--- src/ber_regs.svh ---
// Register map, field positions, reset values and timing counts
`ifndef BER_REGS_SVH
`define BER_REGS_SVH
`define BER_OFF_CMD 8'h00
`define BER_OFF_PSTS 8'h04
`define BER_OFF_BCTL 8'h08
`define BER_OFF_SSTS 8'h0c
`define BER_OFF_ECMD 8'h10
`define BER_CMD_PER 6
`define BER_CMD_SERR_EN 8
`define BER_BCTL_SPER 0
`define BER_BCTL_SERR_FWD 1
`define BER_BCTL_MA_MODE 5
`define BER_ECMD_SERR_TA 2
`define BER_ECMD_SERR_TO 3
`define BER_STS_MDPD 8
`define BER_STS_STA 11
`define BER_STS_RMA 13
`define BER_STS_SSE 14
`define BER_STS_DPE 15
`define BER_CMD_WMASK 16'h0140
`define BER_BCTL_WMASK 16'h0023
`define BER_ECMD_WMASK 16'h000c
`define BER_CTRL_RST 16'h0000
`define BER_STS_RST 16'h0000
`define BER_PERR_DLY 2
`endif

--- src/ber_pkg.sv ---
// Types shared by the error reporting block and its neighbours
`default_nettype none
package ber_pkg;
    typedef enum logic [1:0] {
        BER_MA_READ = 2'h0,
        BER_MA_NPWR = 2'h1,
        BER_MA_PWR = 2'h2,
        BER_MA_SPEC = 2'h3
    } ber_ma_kind_e;
    typedef struct packed {
        logic dn_pw_par;
        logic up_pw_par;
        logic up_io_par;
        logic dn_wr_act;
        logic dn_wr_fwd;
        logic ma;
        logic ma_up;
        logic ma_excl;
        ber_ma_kind_e ma_kind;
        logic tgt_abort;
        logic dt_timeout;
    } ber_evt_s;
    typedef struct packed {
        logic fwd_par_pci;
        logic fwd_par_hub;
        logic io_no_dt;
        logic ma_all_ones;
        logic ma_trdy;
        logic ma_drop;
        logic ma_tabort_pri;
        logic ma_tabort_sec;
    } ber_rsp_s;
endpackage : ber_pkg
`default_nettype wire

--- src/ber_top.sv ---
// Bridge error detection, status recording and system error signalling
`timescale 1ns/100ps
`default_nettype none
`include "ber_regs.svh"
module ber_top (
    input wire logic pclk,
    input wire logic presetn,
    input wire logic psel,
    input wire logic penable,
    input wire logic pwrite,
    input wire logic [7:0] paddr,
    input wire logic [31:0] pwdata,
    output logic [31:0] prdata,
    output logic pready,
    output logic pslverr,
    input wire ber_pkg::ber_evt_s evt,
    input wire logic perr_in_n,
    input wire logic serr_in_n,
    output logic perr_out_n,
    output logic perr_oe,
    output logic trdy_out_n,
    output logic trdy_oe,
    output logic serr_cyc_req,
    output ber_pkg::ber_rsp_s rsp
);
    function automatic logic ber_hit(input logic [7:0] a,
                                     input logic [7:0] off);
        ber_hit = (a[7:2] == off[7:2]);
    endfunction : ber_hit

    logic [15:0] cmd_reg, cmd_next;
    logic [15:0] bctl_reg, bctl_next;
    logic [15:0] ecmd_reg, ecmd_next;
    logic [15:0] psts_reg, psts_next;
    logic [15:0] ssts_reg, ssts_next;
    logic [31:0] prdata_reg, prdata_next;
    logic serr_cyc_reg, serr_cyc_next;
    ber_pkg::ber_rsp_s rsp_reg, rsp_next;
    logic [`BER_PERR_DLY-1:0] perr_pipe_reg, perr_pipe_next;
    logic [`BER_PERR_DLY-1:0] trdy_pipe_reg, trdy_pipe_next;
    logic [1:0] sync1_reg, sync2_reg;
    logic serr_seen_reg;
    logic [15:0] psts_set, ssts_set, psts_clr, ssts_clr;
    logic wr_en, rd_setup, mapped, serr_any;
    logic per, serr_en, sper, serr_fwd, ma_mode;
    logic tperr, serr_edge, ma_np;

    // Two pins enter from the PCI bus and are synchronised alike
    genvar gi;
    generate
        for (gi = 0; gi < 2; gi++)
        begin : g_sync
            always_ff @(posedge pclk or negedge presetn)
            begin
                if (!presetn)
                begin
                    sync1_reg[gi] <= 1'b1;
                    sync2_reg[gi] <= 1'b1;
                end
                else
                begin
                    sync1_reg[gi] <= (gi == 0) ? perr_in_n : serr_in_n;
                    sync2_reg[gi] <= sync1_reg[gi];
                end
            end
        end
    endgenerate

    assign per = cmd_reg[`BER_CMD_PER];
    assign serr_en = cmd_reg[`BER_CMD_SERR_EN];
    assign sper = bctl_reg[`BER_BCTL_SPER];
    assign serr_fwd = bctl_reg[`BER_BCTL_SERR_FWD];
    assign ma_mode = bctl_reg[`BER_BCTL_MA_MODE];
    // Pin is only meaningful while we master a downstream write
    assign tperr = ~sync2_reg[0] & evt.dn_wr_act;
    // A held SERR assertion yields one special cycle, not one per clock
    assign serr_edge = ~sync2_reg[1] & ~serr_seen_reg;
    assign ma_np = (evt.ma_kind == ber_pkg::BER_MA_READ) |
                   (evt.ma_kind == ber_pkg::BER_MA_NPWR);

    assign mapped = ber_hit(paddr, `BER_OFF_CMD) |
                    ber_hit(paddr, `BER_OFF_PSTS) |
                    ber_hit(paddr, `BER_OFF_BCTL) |
                    ber_hit(paddr, `BER_OFF_SSTS) |
                    ber_hit(paddr, `BER_OFF_ECMD);
    assign wr_en = psel & penable & pwrite & mapped;
    assign rd_setup = psel & ~penable & ~pwrite;
    assign pready = 1'b1;
    assign pslverr = psel & penable & ~mapped;
    assign prdata = prdata_reg;
    assign serr_cyc_req = serr_cyc_reg;
    assign rsp = rsp_reg;
    assign perr_out_n = ~perr_pipe_reg[`BER_PERR_DLY-1];
    assign perr_oe = perr_pipe_reg[`BER_PERR_DLY-1];
    assign trdy_out_n = ~trdy_pipe_reg[`BER_PERR_DLY-1];
    assign trdy_oe = trdy_pipe_reg[`BER_PERR_DLY-1];

    always_comb
    begin
        psts_set = `BER_STS_RST;
        ssts_set = `BER_STS_RST;
        rsp_next = '0;
        serr_any = 1'b0;
        // Event that went through the pipeline decides PERR timing
        perr_pipe_next = {perr_pipe_reg[`BER_PERR_DLY-2:0], 1'b0};
        trdy_pipe_next = {trdy_pipe_reg[`BER_PERR_DLY-2:0], 1'b0};
        if (evt.dn_pw_par)
        begin
            psts_set[`BER_STS_DPE] = 1'b1;
            rsp_next.fwd_par_pci = 1'b1;
            if (per)
                serr_any = 1'b1;
        end
        if (evt.up_pw_par)
        begin
            ssts_set[`BER_STS_DPE] = 1'b1;
            rsp_next.fwd_par_hub = 1'b1;
            if (sper)
                perr_pipe_next[0] = 1'b1;
        end
        if (evt.up_io_par)
        begin
            ssts_set[`BER_STS_DPE] = 1'b1;
            if (sper)
            begin
                rsp_next.io_no_dt = 1'b1;
                perr_pipe_next[0] = 1'b1;
                trdy_pipe_next[0] = 1'b1;
            end
        end
        if (tperr)
        begin
            if (sper)
                ssts_set[`BER_STS_MDPD] = 1'b1;
            if (serr_en & sper & per & ~evt.dn_wr_fwd)
                serr_any = 1'b1;
        end
        if (evt.ma && evt.ma_kind != ber_pkg::BER_MA_SPEC)
        begin
            if (evt.ma_up)
                psts_set[`BER_STS_RMA] = 1'b1;
            else
                ssts_set[`BER_STS_RMA] = 1'b1;
            if (evt.ma_excl & ~evt.ma_up & ma_np)
            begin
                rsp_next.ma_tabort_pri = 1'b1;
                psts_set[`BER_STS_STA] = 1'b1;
            end
            else if (ma_mode & ma_np)
            begin
                if (evt.ma_up)
                begin
                    rsp_next.ma_tabort_sec = 1'b1;
                    ssts_set[`BER_STS_STA] = 1'b1;
                end
                else
                begin
                    rsp_next.ma_tabort_pri = 1'b1;
                    psts_set[`BER_STS_STA] = 1'b1;
                end
            end
            else if (ma_mode)
                serr_any = serr_any | serr_en;
            else if (evt.ma_kind == ber_pkg::BER_MA_READ)
            begin
                rsp_next.ma_all_ones = 1'b1;
                rsp_next.ma_trdy = 1'b1;
            end
            else if (evt.ma_kind == ber_pkg::BER_MA_NPWR)
            begin
                rsp_next.ma_trdy = 1'b1;
                rsp_next.ma_drop = 1'b1;
            end
        end
        if (serr_edge)
        begin
            ssts_set[`BER_STS_SSE] = 1'b1;
            if (serr_fwd & serr_en)
                serr_any = 1'b1;
        end
        if (evt.tgt_abort & serr_en & ecmd_reg[`BER_ECMD_SERR_TA])
            serr_any = 1'b1;
        if (evt.dt_timeout & serr_en & ecmd_reg[`BER_ECMD_SERR_TO])
            serr_any = 1'b1;
        if (serr_any & serr_en)
            psts_set[`BER_STS_SSE] = 1'b1;
        serr_cyc_next = serr_any;
    end

    always_comb
    begin
        cmd_next = cmd_reg;
        bctl_next = bctl_reg;
        ecmd_next = ecmd_reg;
        psts_clr = 16'h0000;
        ssts_clr = 16'h0000;
        prdata_next = prdata_reg;
        if (wr_en)
        begin
            if (ber_hit(paddr, `BER_OFF_CMD))
                cmd_next = pwdata[15:0] & `BER_CMD_WMASK;
            if (ber_hit(paddr, `BER_OFF_BCTL))
                bctl_next = pwdata[15:0] & `BER_BCTL_WMASK;
            if (ber_hit(paddr, `BER_OFF_ECMD))
                ecmd_next = pwdata[15:0] & `BER_ECMD_WMASK;
            if (ber_hit(paddr, `BER_OFF_PSTS))
                psts_clr = pwdata[15:0];
            if (ber_hit(paddr, `BER_OFF_SSTS))
                ssts_clr = pwdata[15:0];
        end
        // Set beats clear so an event in the clearing cycle survives
        psts_next = (psts_reg & ~psts_clr) | psts_set;
        ssts_next = (ssts_reg & ~ssts_clr) | ssts_set;
        // Read data is latched in setup so the access phase needs no wait
        if (rd_setup)
        begin
            prdata_next = 32'h0000_0000;
            if (ber_hit(paddr, `BER_OFF_CMD))
                prdata_next[15:0] = cmd_reg;
            if (ber_hit(paddr, `BER_OFF_PSTS))
                prdata_next[15:0] = psts_reg;
            if (ber_hit(paddr, `BER_OFF_BCTL))
                prdata_next[15:0] = bctl_reg;
            if (ber_hit(paddr, `BER_OFF_SSTS))
                prdata_next[15:0] = ssts_reg;
            if (ber_hit(paddr, `BER_OFF_ECMD))
                prdata_next[15:0] = ecmd_reg;
        end
    end

    always_ff @(posedge pclk or negedge presetn)
    begin
        if (!presetn)
        begin
            cmd_reg <= `BER_CTRL_RST;
            bctl_reg <= `BER_CTRL_RST;
            ecmd_reg <= `BER_CTRL_RST;
            psts_reg <= `BER_STS_RST;
            ssts_reg <= `BER_STS_RST;
            prdata_reg <= 32'h0000_0000;
            serr_cyc_reg <= 1'b0;
            rsp_reg <= '0;
            perr_pipe_reg <= '0;
            trdy_pipe_reg <= '0;
            serr_seen_reg <= 1'b0;
        end
        else
        begin
            cmd_reg <= cmd_next;
            bctl_reg <= bctl_next;
            ecmd_reg <= ecmd_next;
            psts_reg <= psts_next;
            ssts_reg <= ssts_next;
            prdata_reg <= prdata_next;
            serr_cyc_reg <= serr_cyc_next;
            rsp_reg <= rsp_next;
            perr_pipe_reg <= perr_pipe_next;
            trdy_pipe_reg <= trdy_pipe_next;
            serr_seen_reg <= ~sync2_reg[1];
        end
    end
endmodule : ber_top
`default_nettype wire

--- config.mk ---
export PLATFORM = sky130hd
export DESIGN_NAME = ber_top
export DESIGN_NICKNAME = d
export VERILOG_FILES = /design/src/ber_pkg.sv /design/src/ber_top.sv
export VERILOG_INCLUDE_DIRS = /design/src
export SDC_FILE = /design/constraint.sdc
export NUM_CORES = 1
export LEC_CHECK = 0
export ABC_AREA = 1
export BUFFER_PORTS_ARGS = -buffer_cell sky130_fd_sc_hd__buf_2
export CORE_AREA = 4 4 104 87
export CTS_BUF_LIST = sky130_fd_sc_hd__clkbuf_8
export CTS_CLUSTER_DIAMETER = 30
export DETAILED_ROUTE_END_ITERATION = 6
export DIE_AREA = 0 0 108 91
export PLACE_DENSITY_LB_ADDON = 0.05
export SLEW_MARGIN = 20
export SYNTH_ARGS = -nofsm -noshare
export SYNTH_HDL_FRONTEND = slang
export SYNTH_SLANG_ARGS = --single-unit
--- constraint.sdc ---
create_clock -name pclk -period 1.3 [get_ports pclk]
set_clock_uncertainty 0.05 [all_clocks]
set_input_delay 0.195 -clock pclk [delete_from_list [all_inputs] [get_ports pclk]]
set_output_delay 0.195 -clock pclk [all_outputs]
set_load 0.02 [all_outputs]
=== Yosys cells after proc, flatten, opt, wreduce, memory -nomap -nowiden ===
Cells that the tools add are included.

* Memory bits (read-only): 0
* Bits of input ports: 59
* Word-level logic and storage cells: 129
* Latch bits: 0
* Memory bits (writable): 0
* Flip-flop bits (word level): 73
* Memories kept: 0
* Output and inout port bits: 47

* Reduce and logical (&&, ||, !) cells: 6
* Bitwise logic cells: 42
* $mul: 0
* Magnitude comparators: 0
* Divide/modulo/power cells: 0
* Multiplexer cells: 53
* Shifts and indexed selects: 0
* Add/sub/neg operators: 0
* Equality and inequality tests: 6

{| class="wikitable"
|+ Operator list
! operator !! count
|-
| $mux W16 || 8
|-
| $mux W1 || 38
|-
| $and A16 B16 Y16 || 2
|-
| $not A16 Y16 || 2
|-
| $or A16 B16 Y16 || 2
|-
| $and A1 B1 Y1 || 20
|-
| $eq A6 B2 Y1 const B || 2
|-
| $not A1 Y1 || 10
|-
| $mux W3 || 3
|-
| $mux W9 || 1
|-
| $eq A6 B1 Y1 const B || 1
|-
| $eq A6 B3 Y1 const B || 1
|-
| $logic_not A6 Y1 || 1
|-
| $or A1 B1 Y1 || 6
|-
| $reduce_and A2 Y1 || 3
|-
| $mux W5 || 1
|-
| $mux W2 || 2
|-
| $eq A2 B1 Y1 const B || 1
|-
| $logic_not A2 Y1 || 1
|-
| $ne A2 B2 Y1 const B || 1
|-
| $logic_and A1 B1 Y1 || 1
|}

=== Depth between registers and ports, before layout ===
* Word-level depth: 17
* Depth in mapped cells: 8
* Gate-level depth less buffers: 8

=== Worst setup path after synthesis ===
OpenSTA, ideal clock, no wires.

* Path kind: input-to-output
* Start: input paddr[4]
* End: output pslverr
* Stages on the path: 6
* Arrival time: 0.889 ns
* Slack: 0.166 ns
* Path buffers: 1
* Required time: 1.055 ns
* Cells stage by stage: inv_1 > nor2_1 > nand3_2 > nand2_4 > buf_6 > nor2_1

* Longest elaborated chain between the ends: 7
* Elaborated cells on any way between the ends: 11
* Classes of those cells: eq/ne (4); bitwise (6); reduce/logical (1)

{| class="wikitable"
|+ Ends and longest elaborated chain
! what !! RTL line !! source
|-
| start, declared || ber_top.sv:11 || <nowiki>input wire logic [7:0] paddr,</nowiki>
|-
| $eq A6 B1 Y1 / $logic_not A6 Y1 (equally long branches) || ber_top.sv:28 || <nowiki>ber_hit = (a[7:2] == off[7:2]);</nowiki>
|-
| $or A1 B1 Y1 (3 in series) || ber_top.sv:81 || <nowiki>assign mapped = ber_hit(paddr, `BER_OFF_CMD) |</nowiki>
|-
| $or A1 B1 Y1 * || ber_top.sv:81 ||
|-
| $not A1 Y1 * || ber_top.sv:89 || <nowiki>assign pslverr = psel & penable & ~mapped;</nowiki>
|-
| $and A1 B1 Y1 * || ber_top.sv:89 ||
|-
| end, declared || ber_top.sv:15 || <nowiki>output logic pslverr,</nowiki>
|}

Every way passes the cells marked *; elsewhere a longest branch is shown, timed or not.

=== Worst setup path after layout ===
* Start: input paddr[3]
* End: output pslverr

Same word-level chain as after synthesis.

==> metrics.cfg <==
[sta]
final.period_utilization_pct = 99.5
setup_viol = 0
whs_ns = 0.0310
max_freq_ghz = 0.773
hold_viol_final = 0
maxSlewViolCount = 0
tns_ns = 0
fin_crit_ns = 1.29
rsz0062_at_grt = true

[cells_and_area]
final_cell_mix = 111 x nand2_1, 71 x inv_1, 70 x buf_2
area_delta_synth_final_pct = 27.9
fill_cells = 778
num_antenna_cells = 0
drive_above_1_share_pct = 24.9
fin_nets = 605
register_area_um2 = 1810
final_common_cell = nand2_1
multi_input_area_um2 = 1280

[die]
die_h_um = 91
core-area_um2 = 7870
io_pins = 106
initial_core_util_pct = 44.7
die_x_um = 108
core.rowCount = 29
die-area_um2 = 9830

[job]
maxCapViolations = 0

[power_and_ir_drop]
power.density_nw_per_um2 = 1080
vdd_drop_max_mv = 0.518
power.internal_w = 0.00357
p_seq_share_pct = 47.8
clockPowerShare_pct = 40.9
report.power.total_w = 0.00485
p_leak_nw = 2.61
power_switching_w = 0.00128
switching_share_pct = 26.3
comb_power_share_pct = 11.3

[worst_setup_path]
cp_top_family = simple AND/OR/NAND/NOR gates
arrival_ns = 1.05
cp-end-kind = output port
slowest_stage = nor2_2
crit_buf_inv = 2
start_kind = primary input
reg2reg_slack_ns = 0.17
crit_top_cell = buf_2
slowest_delay_ns = 0.17
cp_data_required_time_ns = 1.05
critical_path_peak_fanout = 11
crit_chain = buf_2 -> nor2_2 -> nand3_2 -> nand2_8 -> nor2_1 -> buf_2
path_class = in2out

[cts]
cts_buffers = 9
clkSlewWorstSetupHoldPaths_ns = 0.08
cts.sinks = 72
clock_latency_ns = 0.36
h-tree-depth = 3
clock_path_buffers = 2
cts_tree = built
cts_root_buffer = clkbuf_8

[routing]
viasPerCell = 4.69
dr_total_vias = 3094
drt_iter0_markers = 158
drc = 0
wire_per_inst_um = 13.3
antenna_left = 0
drt-total-wl_mm = 8.76
dr.pass1.iters = 4

[synthesis]
yosysWarnings = 0
ys_top_cells_by_area = dfrtp_1 48%, nand2_1 12%, inv_1 7.5%
ys_seq_area_share_pct = 51.4
syn-cell-area_um2 = 3520
post_synth.cell_area_avg_um2 = 7.94
yosys.area.top_type_share_pct = 48.4
synth_seq_cells = 72
synth_top_cell_by_area = dfrtp_1
yosys.cell_types.count = 27
syn_inst = 443

[placement]
routabilityCongestion = 0.814
portBuffers = 70
hpwlAfterDp_mm = 6.25

[global_routing]
grt_pass1_wl_mm = 14.5
antenna_found_initial = 0
gr-usage-all-layers_pct = 19.0
grt_pass1_vias = 3026
grt_overflow_total = 0
grt_start_max_net_pins = 73

[worst_hold_path]
holdCritPathClass = in2reg

[outcome]
status = complete, no violations

[path summary, 6_finish.rpt]
| path | startpoint | cells after the start | end |
|---|---|---|---|
| worst max-delay path | paddr[3] | 6 | pslverr |
| worst min-delay path | evt[2] | 3 | rsp[2] |
| worst max register to register | sync2_reg[0] | 7 | psts_reg[14] |
| worst min register to register | perr_pipe_reg[0] | 0 | perr_pipe_reg[1] |
| max in group asynchronous | presetn | 3 | sync1_reg[0] |
| min in group asynchronous | presetn | 3 | trdy_pipe_reg[0] |
[kinds of logic (layout without fill, tap and decap cells)]
| kind of cell | Yosys count | count (layout) | share of synthesized area [%] |
|---|---|---|---|
| and+or+nand+nor | 236 | 236 | 29.6 |
| buffers and inverters | 106 | 199 | 14.4 |
| DFF | 72 | 72 | 51.4 |
| AOI/OAI and AO/OA | 27 | 27 | 4.41 |
| other | 2 | 17 | 0.214 |
[worst min-delay path, stage by stage]
cell and delay, ns:
buf_2 0.11, inv_1 0.06, nor2_1 0.05
[cells in the mapped netlist]
cell type	count
a21boi_0	1
a31oi_1	12
buf_1	1
buf_2	8
buf_4	20
buf_6	3
clkbuf_1	1
conb_1	2
dfrtp_1	68
dfstp_2	4
inv_1	70
inv_2	3
nand2_1	111
nand2_2	1
nand2_4	1
nand3_1	52
nand3_2	1
nand3_4	1
nand4_1	10
nor2_1	54
nor2_2	2
nor2_4	1
nor2_8	1
nor3_2	1
o21ai_0	8
o21ai_1	5
o21bai_1	1
[metrics by stage]
step	cell area [µm²]	setup WS, ns	util [%]	cells
3_3_place_gp	4180	-0.0720	53.1	635
4_1_cts	4490	0.00405	57.1	659
3_5_place_dp	4180	-0.0806	53.1	635
6_report	4500	0.00607	57.1	659
5_1_grt	4500	-0.0337	57.1	659
2_1_floorplan	3570	0.166	-	458
[final cells by class]
class                   count  share of cell area (%)
repair buffers            110                    17.4
inverters                  73                    6.09
clock buffers               9                    2.75
clock inverters             7                    2.14
multi-input cells         280                    28.4
well taps                 108                    3.01
flip-flops and latches     72                    40.2
[power by group through the flow]
stage / clock (W) / sequential, W / combinational, W
5_1_grt: 0.00210 / 0.00233 / 0.000611
2_1_floorplan: 0 / 0.00240 / 0.000262
6_report: 0.00198 / 0.00232 / 0.000548
3_5_place_dp: 0 / 0.00236 / 0.000532
3_3_place_gp: 0 / 0.00236 / 0.000526
4_1_cts: 0.00202 / 0.00232 / 0.000555
[per-layer routing]
| metal | vias up | part of all wire (%) | GRT usage [%] |
|---|---|---|---|
| met4 | 0 | 0.53 | 5.99 |
| met5 | - | 0 | 0 |
| met2 | 80 | 50 | 33.1 |
| met1 | 1464 | 43 | 23.5 |
| met3 | 5 | 6.1 | 4.18 |
| li1 | 1545 | - | - |
[timing repair]
item,CTS,global route
hold buffers,7,0
cloned,0,0
endpoints found under the setup margin,1,2
pin swaps,1,1
buffers inserted,1,0
gates resized for setup,2,2
hold endpoints to repair,74,0
Power figures use the tool's default switching activity.
